File: config.mk
export PLATFORM = sky130hd
export DESIGN_NAME = pbio_port
export DESIGN_NICKNAME = d
export VERILOG_FILES = /design/src/pbio_pkg.sv /design/src/pbio_sync.sv /design/src/pbio_change_det.sv /design/src/pbio_port.sv
export SDC_FILE = /design/constraint.sdc
export NUM_CORES = 1
export LEC_CHECK = 0
export BUFFER_PORTS_ARGS = -buffer_cell sky130_fd_sc_hd__buf_2
export CAP_MARGIN = 25
export CORE_MARGIN = 5
export CORE_UTILIZATION = 45
export CTS_CLUSTER_DIAMETER = 60
export CTS_CLUSTER_SIZE = 20
export DETAILED_ROUTE_END_ITERATION = 16
export PLACE_DENSITY = 0.78
export SLEW_MARGIN = 20
export SYNTH_ARGS = -nofsm -noshare
export SYNTH_HDL_FRONTEND = slang
export SYNTH_SLANG_ARGS = --single-unit
export TNS_END_PERCENT = 100
File: constraint.sdc
create_clock -name clk_sys -period 4.9 [get_ports clk_sys]
set_input_delay 0.98 -clock clk_sys [delete_from_list [all_inputs] [get_ports clk_sys]]
set_output_delay 0.98 -clock clk_sys [all_outputs]
set_load 0.01 [all_outputs]
File: src/pbio_pkg.sv
// Package: register map, field layouts and reset values of the I/O port
package pbio_pkg;
  localparam int PBIO_WIDTH = 8;
  localparam int PBIO_ANA_BITS = 6;
  // Register byte offsets
  localparam logic [7:0] PBIO_OFS_ANALOG = 8'h00;
  localparam logic [7:0] PBIO_OFS_DATA = 8'h04;
  localparam logic [7:0] PBIO_OFS_DIR = 8'h08;
  localparam logic [7:0] PBIO_OFS_PULLUP = 8'h0c;
  localparam logic [7:0] PBIO_OFS_CHGEN = 8'h10;
  localparam logic [7:0] PBIO_OFS_CONTROL = 8'h14;
  localparam logic [7:0] PBIO_OFS_STATUS = 8'h18;
  localparam logic [7:0] PBIO_OFS_MASK = 8'h1c;
  // Field positions
  localparam int PBIO_CTL_PUDIS_POS = 0;
  localparam int PBIO_STS_CHG_POS = 0;
  // Reset values
  localparam logic [5:0] PBIO_RST_ANALOG = 6'h3f;
  localparam logic [7:0] PBIO_RST_DIR = 8'hff;
  localparam logic [7:0] PBIO_RST_PULLUP = 8'hff;
  localparam logic [7:0] PBIO_RST_CHGEN = 8'h00;
  localparam logic [7:0] PBIO_RST_LATCH = 8'h00;
  localparam logic PBIO_RST_PUDIS = 1'b1;
  localparam logic PBIO_RST_MASK = 1'b0;
  // AXI responses
  localparam logic [1:0] PBIO_RESP_OKAY = 2'h0;
  localparam logic [1:0] PBIO_RESP_SLVERR = 2'h2;

  // Pin-side signals grouped per direction
  typedef struct packed {
    logic [7:0] pinOut;
    logic [7:0] pinOe;
    logic [7:0] pullupOn;
    logic [7:0] analogOn;
  } pbio_pad_t;
endpackage : pbio_pkg

File: src/pbio_sync.sv
// Two-flop synchroniser for a vector of pin levels
`timescale 1ns/1ps
`default_nettype none
module pbio_sync #(
  parameter int WIDTH = 8
) (
  input wire logic clk_sys,
  input wire logic rstSync_b,
  input wire logic clkEn,
  input wire logic [WIDTH-1:0] async,
  output logic [WIDTH-1:0] sync
);
  logic [WIDTH-1:0] stage1;

  // First stage feeds only the second stage
  always_ff @(posedge clk_sys or negedge rstSync_b) begin
    if (!rstSync_b) begin
      stage1 <= '0;
      sync <= '0;
    end else if (clkEn) begin
      stage1 <= async;
      sync <= stage1;
    end
  end
endmodule : pbio_sync
`default_nettype wire

File: src/pbio_change_det.sv
// Interrupt-on-change detector with last-read latch and sticky flag
`timescale 1ns/1ps
`default_nettype none
module pbio_change_det #(
  parameter int WIDTH = 8
) (
  input wire logic clk_sys,
  input wire logic rstSync_b,
  input wire logic clkEn,
  input wire logic [WIDTH-1:0] pinNow,
  input wire logic [WIDTH-1:0] enable,
  input wire logic portAccess,
  input wire logic flagClear,
  output logic mismatch,
  output logic flag
);
  logic [WIDTH-1:0] lastRead;
  logic [WIDTH-1:0] diff;

  // Per-pin mismatches ORed together
  assign diff = (pinNow ^ lastRead) & enable; // [RULE_11]
  assign mismatch = |diff;

  // Port access re-latches; flag set wins over clear
  always_ff @(posedge clk_sys or negedge rstSync_b) begin
    if (!rstSync_b) begin
      lastRead <= '0;
      flag <= 1'b0;
    end else if (clkEn) begin
      if (portAccess) begin
        lastRead <= pinNow; // [RULE_12]
      end
      if (mismatch && !portAccess) begin
        flag <= 1'b1; // [RULE_11]
      end else if (flagClear) begin
        flag <= 1'b0; // [RULE_12]
      end
    end
  end
endmodule : pbio_change_det
`default_nettype wire

File: src/pbio_port.sv
// Eight-pin bidirectional port with pull-ups and change interrupt, AXI4-Lite
//
// The register offsets and the AXI4-Lite register port were chosen for this implementation.
`timescale 1ns/1ps
`default_nettype none
// Function
// RULE_01: An analog-select bit of 1 makes its pin analog input, 0 digital.
// RULE_02: Analog-select bits 7-6 read zero and only bits 5-0 are stored.
// RULE_03: Analog pins lose digital input, pull-up and change interrupt.
// RULE_04: Software keeps analog pins configured as inputs.
// RULE_05: Pin-data reads return the sampled pin levels, 1 high, 0 low.
// RULE_06: Direction 1 tri-states the driver, 0 drives; reset all ones.
// RULE_07: Pull-up enable 1 turns on the pin's pull-up; reset all ones.
// RULE_08: Pull-ups act only while the global disable bit is cleared.
// RULE_09: A pin set as output has its pull-up forced off.
// RULE_10: Change enable 1 arms the pin's change interrupt; reset zero.
// RULE_11: Enabled pins differing from the last-read latch set the flag.
// RULE_12: Pin-data access re-latches; only then can the flag be cleared.
// RULE_13: A pin set as analog input always reads 0.
// RULE_14: Pin-data writes load the output latch driving output pins.
// RULE_15: Pin inputs are synchronised before reads and comparison.
module pbio_port (
  input wire logic clk_sys,
  input wire logic rst_b,
  input wire logic clkEn,
  // AXI4-Lite slave
  input wire logic [7:0] s_axi_awaddr,
  input wire logic s_axi_awvalid,
  output logic s_axi_awready,
  input wire logic [31:0] s_axi_wdata,
  input wire logic [3:0] s_axi_wstrb,
  input wire logic s_axi_wvalid,
  output logic s_axi_wready,
  output logic [1:0] s_axi_bresp,
  output logic s_axi_bvalid,
  input wire logic s_axi_bready,
  input wire logic [7:0] s_axi_araddr,
  input wire logic s_axi_arvalid,
  output logic s_axi_arready,
  output logic [31:0] s_axi_rdata,
  output logic [1:0] s_axi_rresp,
  output logic s_axi_rvalid,
  input wire logic s_axi_rready,
  // Pins
  input wire logic [7:0] portPinsIn,
  output pbio_pkg::pbio_pad_t portPad,
  output logic irq
);
  localparam int W = pbio_pkg::PBIO_WIDTH;

  logic rstMeta_b;
  logic rstSync_b;
  logic [5:0] analogSelectBits;
  logic [W-1:0] outLatch;
  logic [W-1:0] pinDirection;
  logic [W-1:0] pullupEnable;
  logic [W-1:0] changeIntEnable;
  logic globalPullupDisable_n;
  logic intMask;
  logic [W-1:0] pinSync;
  logic [W-1:0] analogMask;
  logic [W-1:0] pinRead;
  logic portChangeFlag;
  logic changeMismatch;

  // Reset release through two flops
  always_ff @(posedge clk_sys or negedge rst_b) begin
    if (!rst_b) begin
      rstMeta_b <= 1'b0;
      rstSync_b <= 1'b0;
    end else begin
      rstMeta_b <= 1'b1;
      rstSync_b <= rstMeta_b;
    end
  end

  // Pin levels synchronised before any use
  pbio_sync #(.WIDTH(W)) uSync (
    .clk_sys(clk_sys),
    .rstSync_b(rstSync_b),
    .clkEn(clkEn),
    .async(portPinsIn),
    .sync(pinSync) // [RULE_15]
  );

  // Analog pins: bits 5-0 cover pins 5-0, upper pins stay digital
  assign analogMask = {2'b00, analogSelectBits}; // [RULE_01]
  // Analog pins read zero, digital ones their level
  assign pinRead = pinSync & ~analogMask; // [RULE_05] [RULE_13] [RULE_03]

  // ---- AXI write channel ----
  logic awHeld;
  logic wHeld;
  logic [7:0] awAddr;
  logic [31:0] wData;
  logic [3:0] wStrb;
  logic wrFire;
  logic wrLow;
  logic wrData;
  logic wrDir;
  logic wrPull;
  logic wrChg;
  logic wrCtl;
  logic wrSts;
  logic wrMsk;
  logic wrHit;
  logic rdFire;
  logic rdData;
  logic rdHit;
  logic [31:0] rdValue;

  // Readies stay low while the internal reset copy holds the flops
  assign s_axi_awready = clkEn && rstSync_b && !awHeld && !s_axi_bvalid;
  assign s_axi_wready = clkEn && rstSync_b && !wHeld && !s_axi_bvalid;
  assign wrFire = clkEn && awHeld && wHeld && !s_axi_bvalid;
  assign wrLow = wStrb[0];

  // Address decode of the write
  function automatic logic hit(input logic [7:0] a, input logic [7:0] ofs);
    hit = (a[7:2] == ofs[7:2]);
  endfunction : hit

  assign wrData = wrFire && hit(awAddr, pbio_pkg::PBIO_OFS_DATA);
  assign wrDir = wrFire && hit(awAddr, pbio_pkg::PBIO_OFS_DIR);
  assign wrPull = wrFire && hit(awAddr, pbio_pkg::PBIO_OFS_PULLUP);
  assign wrChg = wrFire && hit(awAddr, pbio_pkg::PBIO_OFS_CHGEN);
  assign wrCtl = wrFire && hit(awAddr, pbio_pkg::PBIO_OFS_CONTROL);
  assign wrSts = wrFire && hit(awAddr, pbio_pkg::PBIO_OFS_STATUS);
  assign wrMsk = wrFire && hit(awAddr, pbio_pkg::PBIO_OFS_MASK);
  assign wrHit = wrData || wrDir || wrPull || wrChg || wrCtl || wrSts ||
                 wrMsk || (wrFire && hit(awAddr, pbio_pkg::PBIO_OFS_ANALOG));

  // Capture address and data in either order, answer once both held
  always_ff @(posedge clk_sys or negedge rstSync_b) begin
    if (!rstSync_b) begin
      awHeld <= 1'b0;
      wHeld <= 1'b0;
      awAddr <= 8'h00;
      wData <= 32'h0000_0000;
      wStrb <= 4'h0;
      s_axi_bvalid <= 1'b0;
      s_axi_bresp <= pbio_pkg::PBIO_RESP_OKAY;
    end else if (clkEn) begin
      if (s_axi_awvalid && s_axi_awready) begin
        awHeld <= 1'b1;
        awAddr <= s_axi_awaddr;
      end
      if (s_axi_wvalid && s_axi_wready) begin
        wHeld <= 1'b1;
        wData <= s_axi_wdata;
        wStrb <= s_axi_wstrb;
      end
      if (wrFire) begin
        awHeld <= 1'b0;
        wHeld <= 1'b0;
        s_axi_bvalid <= 1'b1;
        s_axi_bresp <= wrHit ? pbio_pkg::PBIO_RESP_OKAY
                             : pbio_pkg::PBIO_RESP_SLVERR;
      end else if (s_axi_bvalid && s_axi_bready) begin
        s_axi_bvalid <= 1'b0;
      end
    end
  end

  // Configuration registers, written through byte lane 0
  always_ff @(posedge clk_sys or negedge rstSync_b) begin
    if (!rstSync_b) begin
      analogSelectBits <= pbio_pkg::PBIO_RST_ANALOG;
      outLatch <= pbio_pkg::PBIO_RST_LATCH;
      pinDirection <= pbio_pkg::PBIO_RST_DIR; // [RULE_06]
      pullupEnable <= pbio_pkg::PBIO_RST_PULLUP; // [RULE_07]
      changeIntEnable <= pbio_pkg::PBIO_RST_CHGEN; // [RULE_10]
      globalPullupDisable_n <= pbio_pkg::PBIO_RST_PUDIS;
      intMask <= pbio_pkg::PBIO_RST_MASK;
    end else if (clkEn && wrLow) begin
      if (wrFire && hit(awAddr, pbio_pkg::PBIO_OFS_ANALOG)) begin
        analogSelectBits <= wData[5:0]; // [RULE_02]
      end
      if (wrData) begin
        outLatch <= wData[7:0]; // [RULE_14]
      end
      if (wrDir) begin
        pinDirection <= wData[7:0];
      end
      if (wrPull) begin
        pullupEnable <= wData[7:0];
      end
      if (wrChg) begin
        changeIntEnable <= wData[7:0];
      end
      if (wrCtl) begin
        globalPullupDisable_n <= wData[pbio_pkg::PBIO_CTL_PUDIS_POS];
      end
      if (wrMsk) begin
        intMask <= wData[pbio_pkg::PBIO_STS_CHG_POS];
      end
    end
  end

  // ---- AXI read channel ----
  assign s_axi_arready = clkEn && rstSync_b && !s_axi_rvalid;
  assign rdFire = s_axi_arvalid && s_axi_arready;
  assign rdData = rdFire && hit(s_axi_araddr, pbio_pkg::PBIO_OFS_DATA);

  // Read data selection
  always_comb begin
    rdHit = 1'b1;
    rdValue = 32'h0000_0000;
    unique case (s_axi_araddr[7:2])
      pbio_pkg::PBIO_OFS_ANALOG[7:2]: rdValue[5:0] = analogSelectBits;
      pbio_pkg::PBIO_OFS_DATA[7:2]: rdValue[7:0] = pinRead; // [RULE_05]
      pbio_pkg::PBIO_OFS_DIR[7:2]: rdValue[7:0] = pinDirection;
      pbio_pkg::PBIO_OFS_PULLUP[7:2]: rdValue[7:0] = pullupEnable;
      pbio_pkg::PBIO_OFS_CHGEN[7:2]: rdValue[7:0] = changeIntEnable;
      pbio_pkg::PBIO_OFS_CONTROL[7:2]:
        rdValue[pbio_pkg::PBIO_CTL_PUDIS_POS] = globalPullupDisable_n;
      pbio_pkg::PBIO_OFS_STATUS[7:2]:
        rdValue[pbio_pkg::PBIO_STS_CHG_POS] = portChangeFlag;
      pbio_pkg::PBIO_OFS_MASK[7:2]:
        rdValue[pbio_pkg::PBIO_STS_CHG_POS] = intMask;
      default: rdHit = 1'b0;
    endcase
  end

  // Read answer registered one cycle after the address is taken
  always_ff @(posedge clk_sys or negedge rstSync_b) begin
    if (!rstSync_b) begin
      s_axi_rvalid <= 1'b0;
      s_axi_rdata <= 32'h0000_0000;
      s_axi_rresp <= pbio_pkg::PBIO_RESP_OKAY;
    end else if (clkEn) begin
      if (rdFire) begin
        s_axi_rvalid <= 1'b1;
        s_axi_rdata <= rdValue;
        s_axi_rresp <= rdHit ? pbio_pkg::PBIO_RESP_OKAY
                             : pbio_pkg::PBIO_RESP_SLVERR;
      end else if (s_axi_rready) begin
        s_axi_rvalid <= 1'b0;
      end
    end
  end

  // Change detector, analog pins excluded; any pin-data read or write re-latches
  pbio_change_det #(.WIDTH(W)) uChange (
    .clk_sys(clk_sys),
    .rstSync_b(rstSync_b),
    .clkEn(clkEn),
    .pinNow(pinSync), // [RULE_15]
    .enable(changeIntEnable & ~analogMask), // [RULE_03] [RULE_10]
    .portAccess(rdData || wrData), // [RULE_12]
    .flagClear(wrSts && wrLow && wData[pbio_pkg::PBIO_STS_CHG_POS]),
    .mismatch(changeMismatch),
    .flag(portChangeFlag)
  );

  // Level interrupt while the unmasked flag stands
  assign irq = portChangeFlag && intMask;

  // Pull-up only on digital input pins while the global disable is clear
  logic [W-1:0] pullupGate;
  assign pullupGate = pullupEnable & pinDirection & ~analogMask &
                      {W{~globalPullupDisable_n}};
                      // [RULE_07] [RULE_08] [RULE_09] [RULE_03]

  // Pad controls driven as one word: latch, driver per direction, pull-up
  assign portPad = '{pinOut: outLatch, // [RULE_14]
                     pinOe: ~pinDirection, // [RULE_06]
                     pullupOn: pullupGate,
                     analogOn: analogMask}; // [RULE_01]
endmodule : pbio_port
`default_nettype wire

==> impl_metrics.ini <==
[yosys]
synth_mux_area_frac = 0.220
synth.yosys.warnings = 0
yosys-top-cells-area = sky130_fd_sc_hd__dfrtp_1, sky130_fd_sc_hd__mux2_2, sky130_fd_sc_hd__dfstp_2, sky130_fd_sc_hd__buf_4, sky130_fd_sc_hd__mux2_4
synth_largest_area_cell = sky130_fd_sc_hd__dfrtp_1
synth_async_sr_flop_share = 1.00
main_combinational_cell_family_by_area_after_synthesis = multiplexers
yosys_register_bits = 96
ys_dominant_reg_cell = sky130_fd_sc_hd__dfrtp_1
synth.cell_area_um2 = 4590
avgSynthCellArea_um2 = 13.2
synthesis.instances = 349
synthSimpleGateAreaFrac = 0.103
adder_and_majority_cell_fraction_of_the_synthesized_area = 0
synth_top_cell_area_share = 0.398
post_synth_xor_area_fraction = 0.0172
synth_compound_gate_area_share = 0.0603
synth.yosys.seq_area_share = 0.530
synth-edff-count = 0
yosys.cell_types.count = 52

[hold_path]
holdCritPathClass = flop to async pin

[run_status]
run_status = complete, no violations

[cts]
cts_sinks = 96
numCtsBuffers = 9
tritoncts_clock_tree = built
h-tree-depth = 3
cts_repair_resize_count = 0
cts-root-buf = sky130_fd_sc_hd__clkbuf_8
post-cts-setup-buffers = 0
insertion_delay_ns = 0.35
clkTransAtPathRegs_ns = 0.09
cts_max_path_buffers = 2
ctsHoldBuffers = 0

[critical_path]
critical_path.cell_chain = buf_2 -> nand2_4 -> nor3_1 -> buf_2
end_kind = primary output
cp_num_buf_inv = 2
timing.critical_path.arrival_ns = 2.01
cp_data_required_time_ns = 3.92
critPathMaxStageDelay_ns = 0.44
worst_path_most_repeated_cell = sky130_fd_sc_hd__buf_2
worst-setup-path-type = input port to primary output
cpLargestDelayFamily = buffers and inverters
crit_fanout = 24
start_kind = input port
cpMaxStageDelayCell = sky130_fd_sc_hd__buf_2

[grt]
via_count_of_the_first_global_routing_pass = 3084
grt-ovfl-total = 0
grt_max_degree = 83
grt_first_pass_wirelength_um = 16000
globalRouteMet3Util = 0.0246
global_route.usage.met2 = 0.270
busiest_grt_layer = met2
initial_antenna_violation_count = 0
grt_use_met1 = 0.210
grtUsageTotal = 0.160

[sta]
timing.clock.skew_ns = 0.00843
rsz0062_at_grt = false
worst_slew_margin_rel = 0.505
worstMarginPinSlew_ns = 0.736
finalHoldViolations = 0
final.min_clock_period_ns = 2.99
setup_total_negative_slack_ns = 0
final-setup-viol-count = 0
finalCritPeriodShare = 0.611
fmaxAchievable_mhz = 334
final_slew_viol_count = 0

[power_and_ir_drop]
vdd.ir_drop.worst_mv = 0.224
total_leakage_power_nw = 2.53
power_per_cell_area_nw_per_um2 = 396

[cells_and_area]
area.growth.synth_to_final_pct = 13.2
final_area_um2 = 5200
drive_gt1_frac = 0.497
num_antenna_cells = 0
multi_input_gate_area_um2 = 1940
final_cell_mix = sky130_fd_sc_hd__buf_2, sky130_fd_sc_hd__mux2_2, sky130_fd_sc_hd__dfrtp_1, sky130_fd_sc_hd__conb_1, sky130_fd_sc_hd__dfstp_2
num-fill-cells = 881
seqCellArea_um2 = 2430
final_cells = 570
layout.nets = 500
mostFrequentLayoutCell = sky130_fd_sc_hd__buf_2
final_core_util = 0.527

[flow_run]
drv.max_cap_violation_count = 0

[placement]
port_buffers = 82
number_of_cells_in_the_design_after_placement = 554
post_dp_cell_area_um2 = 5000
dp_hpwl_um = 7370
finalWeightedCongestion = 0.883

[route]
dr_total_vias = 2946
detail-route-antenna-nets = 0
vias_per_instance = 5.17
remaining_drc_errors = 0
post_drt_wl_per_cell_um = 16.9
detailedRoute.firstIterationViolations = 102
route.final.wire_length_um = 9650
drtPass1Iterations = 4

[floorplanning]
design.core.area_um2 = 9860
chipWidth_um = 111
die_h_um = 111
starting_density_of_the_core = 0.465
ioPinCount = 142
die_footprint_um2 = 12300
rows = 36
## synthesized netlist by cell type (3+ instances only)
cell type                  instances
sky130_fd_sc_hd__mux2_2           74
sky130_fd_sc_hd__dfrtp_1          73
sky130_fd_sc_hd__buf_4            29
sky130_fd_sc_hd__dfstp_2          23
sky130_fd_sc_hd__nand2_1          20
sky130_fd_sc_hd__inv_1            11
sky130_fd_sc_hd__nor2_1           11
sky130_fd_sc_hd__mux2_4            8
sky130_fd_sc_hd__nor3_1            8
sky130_fd_sc_hd__xor2_1            8
sky130_fd_sc_hd__a22o_1            6
sky130_fd_sc_hd__a32oi_1           6
sky130_fd_sc_hd__a22oi_1           5
sky130_fd_sc_hd__nor2b_1           5
sky130_fd_sc_hd__a21oi_1           4
sky130_fd_sc_hd__a31oi_1           4
sky130_fd_sc_hd__and3_1            4
sky130_fd_sc_hd__buf_2             4
sky130_fd_sc_hd__and4_1            3
sky130_fd_sc_hd__clkbuf_1          3
## path summary, 6_finish.rpt
| kind | from | to | slack, ns | cells after the start |
|---|---|---|---|---|
| worst max-delay path | clkEn | s_axi_awready | 1.91 | 4 |
| min in group clk_sys | rstMeta_b | rstSync_b | 0.36 | 0 |
| max in group asynchronous | rstSync_b | changeIntEnable[2] | 3.77 | 1 |
| worst min register to register | rstSync_b | awAddr[4] | 0.18 | 0 |
| worst max register to register | awAddr[5] | pinDirection[7] | 2.86 | 3 |
| worst min-delay path | rstSync_b | awAddr[4] | 0.18 | 0 |
## routing by layer
metal,part of all wire,up-vias
li1,-,1364
met1,0.43,1479
met2,0.50,95
met3,0.055,8
met4,0.012,0
met5,0,-
## final cells by class
type / instances / area share
multi-input cells: 231 / 0.374
well taps: 133 / 0.0320
repair buffers: 83 / 0.0811
inverters: 11 / 0.00795
clock buffers: 11 / 0.0253
clock inverters: 5 / 0.0108
flip-flops and latches: 96 / 0.469
## registers in the layout (all words and copies together), names as in the netlist, 8 cells and up
name,flops
changeIntEnable,8
outLatch,8
pinDirection,8
pullupEnable,8
s_axi_rdata,8
uChange.lastRead,8
uSync.stage1,8
uSync.sync,8
wData,8
## per-stage QoR
step	total power [mW]	hold slack [ns]	setup slack, ns
2_1_floorplan	1.42	0.331	0.971
3_3_place_gp	1.54	0.170	1.91
3_5_place_dp	1.57	0.179	1.89
4_1_cts	2.08	0.188	1.89
5_1_grt	2.17	0.211	1.77
6_report	2.06	0.180	1.91
## where the power goes
| group | switching, mW | leakage (nW) | internal (mW) | total [mW] |
|---|---|---|---|---|
| sequential | 0.188 | 1.16 | 0.970 | 1.16 |
| clock | 0.259 | 0.0937 | 0.237 | 0.495 |
| combinational | 0.179 | 1.28 | 0.225 | 0.404 |
## cell families (layout without fill, tap and decap cells)
| kind of cell | Yosys count | after routing |
|---|---|---|
| flip-flops | 96 | 96 |
| XOR/XNOR | 9 | 9 |
| other | 2 | 29 |
| buffers and inverters | 49 | 110 |
| AND/OR/NAND/NOR | 74 | 74 |
| multiplexers | 85 | 85 |
| AO/OA/AOI/OAI | 34 | 34 |
## worst register-to-register path, delay by kind of cell, from the launching register on
kind          cells  cell delay, ns
mux               1            0.39
flops             1            0.40
simple gates      2            1.18
Note: power is estimated with default switching activity, not from simulation.
